**config.mk**
```make
export PLATFORM = sky130hd
export DESIGN_NAME = drp_swap_engine
export DESIGN_NICKNAME = d
export VERILOG_FILES = /design/src/core/drp_swap_pkg.sv /design/src/core/drp_swap_engine.sv /design/src/core/drp_down_timer.sv
export SDC_FILE = /design/constraint.sdc
export NUM_CORES = 1
export LEC_CHECK = 0
export BUFFER_PORTS_ARGS = -buffer_cell sky130_fd_sc_hd__buf_2
export CELL_PAD_IN_SITES_DETAIL_PLACEMENT = 1
export CELL_PAD_IN_SITES_GLOBAL_PLACEMENT = 1
export CORE_MARGIN = 2
export CORE_UTILIZATION = 44
export DETAILED_ROUTE_END_ITERATION = 12
export HOLD_SLACK_MARGIN = 0.06
export PLACE_DENSITY_LB_ADDON = 0.1
export SETUP_SLACK_MARGIN = 0.05
export SLEW_MARGIN = 30
export SYNTH_ARGS = -nofsm -noshare
export SYNTH_HDL_FRONTEND = slang
export SYNTH_HIERARCHICAL = 1
export SYNTH_SLANG_ARGS = --single-unit
```
**constraint.sdc**
```tcl
create_clock -name clock_i -period 5.05 [get_ports clock_i]
set_input_delay 0.7575 -clock clock_i [delete_from_list [all_inputs] [get_ports clock_i]]
set_output_delay 0.7575 -clock clock_i [all_outputs]
set_load 0.05 [all_outputs]
```
**src/core/drp_swap_pkg.sv**
```systemverilog
`default_nettype none
package drp_swap_pkg;
   // message kinds exchanged with the protocol layer
   localparam logic [2:0] MSG_NONE   = 3'h0;
   localparam logic [2:0] MSG_PING   = 3'h1;
   localparam logic [2:0] MSG_ACCEPT = 3'h2;
   localparam logic [2:0] MSG_REJECT = 3'h3;
   localparam logic [2:0] MSG_WAIT   = 3'h4;
   localparam logic [2:0] MSG_PSRDY  = 3'h5;
   localparam logic [2:0] MSG_SWAP   = 3'h6;
   // timer durations in microseconds, clock 10 MHz
   localparam int CLK_MHZ            = 10;
   localparam int SRC_ACT_US         = 40000;
   localparam int SWAP_REC_US        = 500;
   localparam int PS_SRC_ON_US       = 390000;
   localparam int SENDER_RESP_US     = 24000;
   localparam int TURN_OFF_WAIT_US   = 25;
   localparam int SRC_ACT_CYC        = SRC_ACT_US * CLK_MHZ;
   localparam int SWAP_REC_CYC       = SWAP_REC_US * CLK_MHZ;
   localparam int PS_SRC_ON_CYC      = PS_SRC_ON_US * CLK_MHZ;
   localparam int SENDER_RESP_CYC    = SENDER_RESP_US * CLK_MHZ;
   localparam int TURN_OFF_WAIT_CYC  = TURN_OFF_WAIT_US * CLK_MHZ;
   localparam int HARD_RESET_COUNT   = 2;
   localparam int TMR_W              = 24;
   localparam logic [1:0] HRCNT_RST  = 2'h0;

   typedef enum logic [13:0] {
      ST_READY       = 14'h0001,
      ST_EVAL        = 14'h0002,
      ST_ACCEPT      = 14'h0004,
      ST_REJECT      = 14'h0008,
      ST_SEND_SWAP   = 14'h0010,
      ST_TO_OFF      = 14'h0020,
      ST_PING        = 14'h0040,
      ST_SRC_OFF     = 14'h0080,
      ST_SNK_STARTUP = 14'h0100,
      ST_HARD_RESET  = 14'h0200,
      ST_SWAP_RECOV  = 14'h0400,
      ST_SRC_TO_DEF  = 14'h0800,
      ST_CP_TO_OFF   = 14'h1000,
      ST_SNK_TO_DEF  = 14'h2000
   } pe_state_t;
endpackage : drp_swap_pkg
`default_nettype wire

```
**src/core/drp_swap_engine.sv**
```systemverilog
`default_nettype none
module drp_swap_engine
   import drp_swap_pkg::*;
#(
   parameter int SRC_ACT_CYCLES   = drp_swap_pkg::SRC_ACT_CYC,
   parameter int SWAP_REC_CYCLES  = drp_swap_pkg::SWAP_REC_CYC,
   parameter int PS_SRC_ON_CYCLES = drp_swap_pkg::PS_SRC_ON_CYC,
   parameter int SENDER_CYCLES    = drp_swap_pkg::SENDER_RESP_CYC,
   parameter int OFF_WAIT_CYCLES  = drp_swap_pkg::TURN_OFF_WAIT_CYC,
   parameter int HR_COUNT         = drp_swap_pkg::HARD_RESET_COUNT
)
(
   // clock and reset
   input  wire logic             clock_i,
   input  wire logic             rst_i,
   // port configuration
   input  wire logic             init_source_i,
   input  wire logic             prov_cons_i,
   // protocol layer transmit
   output logic                  tx_req_o,
   output logic [2:0]            tx_kind_o,
   input  wire logic             tx_goodcrc_i,
   input  wire logic [2:0]       tx_ack_kind_i,
   input  wire logic             tx_fail_i,
   // protocol layer receive
   input  wire logic             rx_valid_i,
   input  wire logic [2:0]       rx_kind_i,
   input  wire logic             hard_reset_rx_i,
   input  wire logic             hard_reset_done_i,
   // timers owned elsewhere in the engine
   input  wire logic             sink_wait_cap_exp_i,
   input  wire logic             sink_act_exp_i,
   input  wire logic             ps_trans_exp_i,
   input  wire logic             no_resp_exp_i,
   // device policy manager
   input  wire logic             dpm_hard_reset_req_i,
   input  wire logic             dpm_swap_req_i,
   input  wire logic             dpm_swap_ok_i,
   input  wire logic             dpm_swap_nok_i,
   input  wire logic             dpm_supply_off_i,
   output logic                  dpm_eval_o,
   output logic                  dpm_supply_off_req_o,
   // state report
   output logic                  hard_reset_o,
   output logic                  sink_role_o,
   output drp_swap_pkg::pe_state_t state_o
);
   import drp_swap_pkg::*;

   // every count must fit the one shared down counter
   if (SRC_ACT_CYCLES < 1 || SWAP_REC_CYCLES < 1 || PS_SRC_ON_CYCLES < 1 ||
       SENDER_CYCLES < 1 || OFF_WAIT_CYCLES < 1 || HR_COUNT < 0 || HR_COUNT > 2 ||
       ((SRC_ACT_CYCLES | SWAP_REC_CYCLES | PS_SRC_ON_CYCLES | SENDER_CYCLES |
         OFF_WAIT_CYCLES) >> TMR_W) != 0)
   begin : g_bad_param
      $error("drp_swap_engine: parameter out of range");
   end

   // ************************************************************
   // state
   // ************************************************************
   typedef struct packed
   {
      pe_state_t  st;
      logic       sink_role;
      logic       tx_req;
      logic [2:0] tx_kind;
      logic       eval;
      logic       off_req;
      logic       off_asked;
      logic [1:0] hr_cnt;
      logic       hr;
   } eng_t;

   eng_t s_q;
   eng_t s_d;

   // ************************************************************
   // timers
   // ************************************************************
   logic            t_load;
   logic            t_stop;
   logic [TMR_W-1:0] t_cnt;
   logic            t_exp;

   drp_down_timer #(.WIDTH(TMR_W)) u_timer
   (
      .clock_i   (clock_i),
      .rst_i     (rst_i),
      .load_i    (t_load),
      .stop_i    (t_stop),
      .count_i   (t_cnt),
      .expired_o (t_exp)
   );

   // ************************************************************
   // next state
   // ************************************************************
   logic sent_ok;
   logic rx_is;
   logic hr_trig;
   logic hr_allowed;

   always_comb
   begin
      s_d        = s_q;
      t_load     = 1'b0;
      t_stop     = 1'b0;
      t_cnt      = '0;
      // sent only when the ack names the message we asked for
      sent_ok    = s_q.tx_req && tx_goodcrc_i && (tx_ack_kind_i == s_q.tx_kind);
      rx_is      = rx_valid_i;
      hr_allowed = (32'(s_q.hr_cnt) <= HR_COUNT);
      if (sent_ok || tx_fail_i)
         s_d.tx_req = 1'b0;
      s_d.hr = 1'b0;

      // hard reset entry from any state except hard reset itself, by current role
      if (s_q.sink_role)
         hr_trig = ((sink_wait_cap_exp_i || sink_act_exp_i || ps_trans_exp_i ||
                     no_resp_exp_i) && hr_allowed) || dpm_hard_reset_req_i;
      else
         hr_trig = (no_resp_exp_i && hr_allowed) || dpm_hard_reset_req_i;

      if (hard_reset_rx_i && s_q.sink_role && prov_cons_i)
      begin
         s_d.st = ST_SWAP_RECOV;
         t_load = 1'b1;
         t_cnt  = TMR_W'(SWAP_REC_CYCLES);
      end
      else if (hard_reset_rx_i && !s_q.sink_role && !prov_cons_i)
      begin
         s_d.st      = ST_CP_TO_OFF;
         s_d.off_req = 1'b1;
         t_stop      = 1'b1;
      end
      else if (hr_trig && s_q.st != ST_HARD_RESET)
      begin
         s_d.st     = ST_HARD_RESET;
         s_d.hr     = 1'b1;
         s_d.tx_req = 1'b0;
         t_stop     = 1'b1;
         if (s_q.hr_cnt != 2'h3)
            s_d.hr_cnt = s_q.hr_cnt + 2'h1;
      end
      else
      begin
         case (s_q.st)
            ST_READY:
            begin
               s_d.off_asked = 1'b0;
               if (rx_is && rx_kind_i == MSG_SWAP)
               begin
                  s_d.st   = ST_EVAL;
                  s_d.eval = 1'b1;
               end
               else if (dpm_swap_req_i)
               begin
                  s_d.st      = ST_SEND_SWAP;
                  s_d.tx_req  = 1'b1;
                  s_d.tx_kind = MSG_SWAP;
                  t_load      = 1'b1;
                  t_cnt       = TMR_W'(SENDER_CYCLES);
               end
            end
            ST_EVAL:
            begin
               if (dpm_swap_ok_i)
               begin
                  s_d.st      = ST_ACCEPT;
                  s_d.eval    = 1'b0;
                  s_d.tx_req  = 1'b1;
                  s_d.tx_kind = MSG_ACCEPT;
               end
               else if (dpm_swap_nok_i)
               begin
                  s_d.st      = ST_REJECT;
                  s_d.eval    = 1'b0;
                  s_d.tx_req  = 1'b1;
                  s_d.tx_kind = MSG_REJECT;
               end
            end
            ST_ACCEPT:
            begin
               if (sent_ok)
               begin
                  s_d.st = ST_TO_OFF;
                  t_load = 1'b1;
                  t_cnt  = TMR_W'(OFF_WAIT_CYCLES);
               end
            end
            ST_REJECT:
            begin
               if (sent_ok || tx_fail_i)
                  s_d.st = ST_READY;
            end
            ST_SEND_SWAP:
            begin
               if (rx_is && (rx_kind_i == MSG_REJECT || rx_kind_i == MSG_WAIT))
               begin
                  s_d.st = ST_READY;
                  t_stop = 1'b1;
               end
               else if (rx_is && rx_kind_i == MSG_ACCEPT)
               begin
                  s_d.st = ST_TO_OFF;
                  t_load = 1'b1;
                  t_cnt  = TMR_W'(OFF_WAIT_CYCLES);
               end
               else if (t_exp)
               begin
                  s_d.st = ST_READY;
               end
            end
            ST_TO_OFF:
            begin
               // first expiry ends the wait, later ones are source activity
               if (t_exp && !s_q.off_asked)
               begin
                  s_d.off_req   = 1'b1;
                  s_d.off_asked = 1'b1;
                  t_load        = 1'b1;
                  t_cnt         = TMR_W'(SRC_ACT_CYCLES);
               end
               else if (s_q.off_asked && dpm_supply_off_i)
               begin
                  s_d.st      = ST_SRC_OFF;
                  s_d.off_req = 1'b0;
                  s_d.tx_req  = 1'b1;
                  s_d.tx_kind = MSG_PSRDY;
                  t_load      = 1'b1;
                  t_cnt       = TMR_W'(PS_SRC_ON_CYCLES);
               end
               else if (t_exp && s_q.off_asked)
               begin
                  s_d.st      = ST_PING;
                  s_d.tx_req  = 1'b1;
                  s_d.tx_kind = MSG_PING;
               end
            end
            ST_PING:
            begin
               if (sent_ok)
               begin
                  s_d.st = ST_TO_OFF;
                  t_load = 1'b1;
                  t_cnt  = TMR_W'(SRC_ACT_CYCLES);
               end
               else if (tx_fail_i)
               begin
                  s_d.st = ST_HARD_RESET;
                  s_d.hr = 1'b1;
                  s_d.sink_role = !init_source_i;
               end
            end
            ST_SRC_OFF:
            begin
               if (rx_is && rx_kind_i == MSG_PSRDY)
               begin
                  s_d.st        = ST_SNK_STARTUP;
                  s_d.sink_role = 1'b1;
                  t_stop        = 1'b1;
               end
               else if (t_exp || (s_q.tx_req && tx_fail_i))
               begin
                  s_d.st        = ST_HARD_RESET;
                  s_d.hr        = 1'b1;
                  s_d.sink_role = 1'b0;
                  t_stop        = 1'b1;
               end
            end
            ST_HARD_RESET:
            begin
               if (hard_reset_done_i)
               begin
                  if (s_q.sink_role && prov_cons_i)
                  begin
                     s_d.st = ST_SWAP_RECOV;
                     t_load = 1'b1;
                     t_cnt  = TMR_W'(SWAP_REC_CYCLES);
                  end
                  else if (!s_q.sink_role && !prov_cons_i)
                  begin
                     s_d.st      = ST_CP_TO_OFF;
                     s_d.off_req = 1'b1;
                  end
                  else
                  begin
                     s_d.st = ST_READY;
                  end
               end
            end
            ST_SWAP_RECOV:
            begin
               if (t_exp)
               begin
                  s_d.st        = ST_SRC_TO_DEF;
                  s_d.sink_role = 1'b0;
               end
            end
            ST_CP_TO_OFF:
            begin
               if (dpm_supply_off_i)
               begin
                  s_d.st        = ST_SNK_TO_DEF;
                  s_d.off_req   = 1'b0;
                  s_d.sink_role = 1'b1;
               end
            end
            // default operation resumes; outer policy takes over
            ST_SNK_STARTUP, ST_SRC_TO_DEF, ST_SNK_TO_DEF:
            begin
               s_d.st     = ST_READY;
               s_d.hr_cnt = HRCNT_RST;
            end
            default:
            begin
               s_d.st = ST_READY;
            end
         endcase
      end
   end

   always_ff @(posedge clock_i)
   begin
      if (rst_i)
      begin
         s_q           <= '0;
         s_q.st        <= ST_READY;
         s_q.sink_role <= 1'b0;
      end
      else
      begin
         s_q <= s_d;
      end
   end

   // ************************************************************
   // outputs
   // ************************************************************
   assign tx_req_o             = s_q.tx_req;
   assign tx_kind_o            = s_q.tx_kind;
   assign dpm_eval_o           = s_q.eval;
   assign dpm_supply_off_req_o = s_q.off_req;
   assign hard_reset_o         = s_q.hr;
   assign sink_role_o          = s_q.sink_role;
   assign state_o              = s_q.st;
endmodule : drp_swap_engine
`default_nettype wire

```
**src/core/drp_down_timer.sv**
```systemverilog
`default_nettype none
module drp_down_timer
#(
   parameter int WIDTH = 24
)
(
   // clock and reset
   input  wire logic             clock_i,
   input  wire logic             rst_i,
   // control
   input  wire logic             load_i,
   input  wire logic             stop_i,
   input  wire logic [WIDTH-1:0] count_i,
   // status
   output logic                  expired_o
);
   typedef struct packed
   {
      logic [WIDTH-1:0] cnt;
      logic             run;
      logic             exp;
   } tmr_t;

   tmr_t s_q;
   tmr_t s_d;

   if (WIDTH < 2)
   begin : g_bad_width
      $error("timer width too small");
   end

   always_comb
   begin
      s_d     = s_q;
      s_d.exp = 1'b0;
      if (load_i)
      begin
         s_d.cnt = count_i;
         s_d.run = 1'b1;
      end
      else if (stop_i)
      begin
         s_d.run = 1'b0;
      end
      else if (s_q.run)
      begin
         if (s_q.cnt <= WIDTH'(1))
         begin
            s_d.run = 1'b0;
            s_d.exp = 1'b1;
         end
         else
         begin
            s_d.cnt = s_q.cnt - WIDTH'(1);
         end
      end
   end

   always_ff @(posedge clock_i)
   begin
      if (rst_i)
         s_q <= '0;
      else
         s_q <= s_d;
   end

   assign expired_o = s_q.exp;
endmodule : drp_down_timer
`default_nettype wire

```
==> run metrics <==
largest family of logic cells by synthesized area simple AND/OR/NAND/NOR gates; Distinct cells, synth 82; routed wire length per instance 19.6 um; Post-synth EDFFs 0; Final ANT Viol Nets 0; initial antenna violation count 0; Clock Root Buffer clkbuf_8; Residual DRC 0; maximum clock rate 278 MHz; drt pass-1 iters 5; Area after DPL 0.00417 sq mm; vias after detailed routing 4009; Starting DRT DRC Count 287; final hold vios 0; #FFs+latches synth 51; post-DP HPWL 9.48 mm; grt met2 use 38.5%; Rows 34; grt met3 use 3.62%; Hold Startpoint dpm_eval_o$_SDFFE_PP0P_; GRT Residual Overflow 0; CP Class reg2reg; non-filler cells, final 637; RSZ-0062 raised after global routing false; Avg Cell Area, Syn 7.89 sq um; clock latency on the worst-skew pair 0.31 ns; placed insts 630; post-synthesis mux area share 1.05%; Max Slew Vio Count 0; core area 0.00881 sq mm; post-placement setup slack 1.29 ns; total CTS buffers 5; n_diodes 0; Routability Congestion 0.880; Initial Utilization 45.9%; Worst Setup Start Kind flip-flop; period utilization 71.3%; fin area 0.00426 sq mm; fin nets 559; worst reg2reg path startpoint state_o[9]$_SDFFE_PP0P_; clock tree sinks 51; Area growth, synth to finish 5.51%; Power Density 224 mW/mm^2; die span in x 99.8 um; Setup TNS Final 0 ns; Worst R2R Setup Slack 1.45 ns; Routed WL 12.5 mm; max cap viols 0; CTS HTree Levels 2; Synth Warn # 6; xor and xnor area share after synthesis 6.29%; share of cells above drive strength 1 18.0%; peak supply drop 0.000104 V; Synth Area in Compound Gates 21.2%; IO Count 46; post-synthesis adder-cell area fraction 1.86%; Worst Skew 0.00617 ns; number of global-route vias before repair 3876; Final min period 3.60 ns; GRT Total Usage 25.9%; HP Class reg2reg; Die ar. 0.00996 sq mm; worst rel slew slack 33.2%; Worst-path clk slew 0.10 ns; met1 GRT Util 39.6%; status completed; vias per std cell 6.29; LEAKAGE 1.56 nW; post-synthesis sequential area ratio 25.3%; crit path from state_o[9]$_SDFFE_PP0P_; first-pass GRT wire length 20.7 mm; Most used DFF post-synth dfxtp_1; Hold-fix buffers, CTS 0; CP Data Arrival Time 3.82 ns; largest net degree at the start of global routing 43; ys async rst share 0%; Final Worst Setup Slack 1.45 ns; CTS tree done; Crit Path Max Fanout 8; Slew @ Worst Pin 0.991 ns; setup bufs post-CTS 0; Crit. End Element flip-flop; Post-CTS Resized 0; Pwr Total 0.953 mW; GR peak layer met1; port bufs 45; clk buf depth 2; Die Height 99.8 um; simple-gate share of the synthesized area 35.9%; synthesized area 0.00404 sq mm; synthesized instance count 512; Crit path required time 5.26 ns; Setup violations, final 0
critical path, cell delays in order, from the launching register on:
cell,delay [ns]
dfxtp_1,0.41
or4_2,0.80
nor4_1,0.63
o211ai_1,0.22
a31oi_1,0.37
and3b_1,0.28
nand2_1,0.24
nor4b_1,0.10
xnor2_1,0.17
a211oi_1,0.26
logic make-up after synthesis:
kind of cell,after synthesis
and+or+nand+nor,240
AOI/OAI and AO/OA,122
buffers and inverters,59
DFF,51
xor gates and xnor gates,29
adders and majority gates,6
muxes,4
other,1
cells in the mapped netlist (5+ instances only):
cell / count / area, sq um
a211oi_1: 31 / 233
a21oi_1: 29 / 145
and3_1: 9 / 56.3
buf_4: 17 / 128
clkbuf_1: 16 / 60.1
dfxtp_1: 51 / 1020
ha_1: 6 / 75.1
inv_1: 13 / 48.8
nand2_1: 27 / 101
nand2b_1: 7 / 43.8
nand3_1: 15 / 75.1
nand4_1: 9 / 56.3
nor2_1: 58 / 218
nor3_1: 20 / 100
nor3b_1: 6 / 45.0
nor4_1: 20 / 125
nor4b_1: 8 / 70.1
o211ai_1: 5 / 37.5
o21ai_0: 20 / 100
o21ba_2: 5 / 50.1
or4_1: 8 / 60.1
xnor2_1: 22 / 193
xor2_1: 7 / 61.3
report_power, final:
part           internal (mW)  total (mW)  switching, mW
logic                 0.0891       0.275          0.186
registers              0.418       0.438         0.0209
clock network         0.0953       0.240          0.145
registers in the layout, summed over array words and instances, names as in the netlist:
signal                cells
dpm_eval_o                1
dpm_supply_off_req_o      1
hard_reset_o              1
s_q                       3
sink_role_o               1
state_o                  14
tx_kind_o                 3
tx_req_o                  1
u_timer/expired_o         1
u_timer/s_q              25
per-stage QoR:
stage	util, %	hold WS, ns
2_1_floorplan	-	0.446
6_report	48.4	0.496
3_3_place_gp	47.4	0.464
4_1_cts	48.3	0.501
3_5_place_dp	47.4	0.468
5_1_grt	48.4	0.540
cell type report:
type	count	area, sq um
timing repair buffer	50	263
inverter	14	52.6
fill	1108	4540
tap	108	135
clock buffer	5	68.8
multi-input combinational	407	2710
clock inverter	2	13.8
sequential	51	1020
final timing paths:
| kind | end | cells after the start |
|---|---|---|
| setup / recovery | u_timer/s_q[20]$_SDFFE_PP0P_ | 9 |
| hold / removal | dpm_eval_o$_SDFFE_PP0P_ | 2 |
| setup reg to reg | u_timer/s_q[20]$_SDFFE_PP0P_ | 9 |
| hold reg to reg | dpm_eval_o$_SDFFE_PP0P_ | 2 |
layer usage:
metal,wire length [um],vias to the layer above
met3,780,14
met5,0,-
met1,6300,1924
li1,-,1940
met4,179,0
met2,5240,131
cell usage in the layout, fill, tap and decap left out, drive strengths merged, types with 17 or more instances in the layout:
master,count
a211oi,33
a21oi,29
buf,50
dfxtp,51
nand2,27
nand3,17
nor2,59
nor3,21
nor4,25
o21ai,20
xnor2,22
No activity file was read; power rests on OpenSTA's default activity.
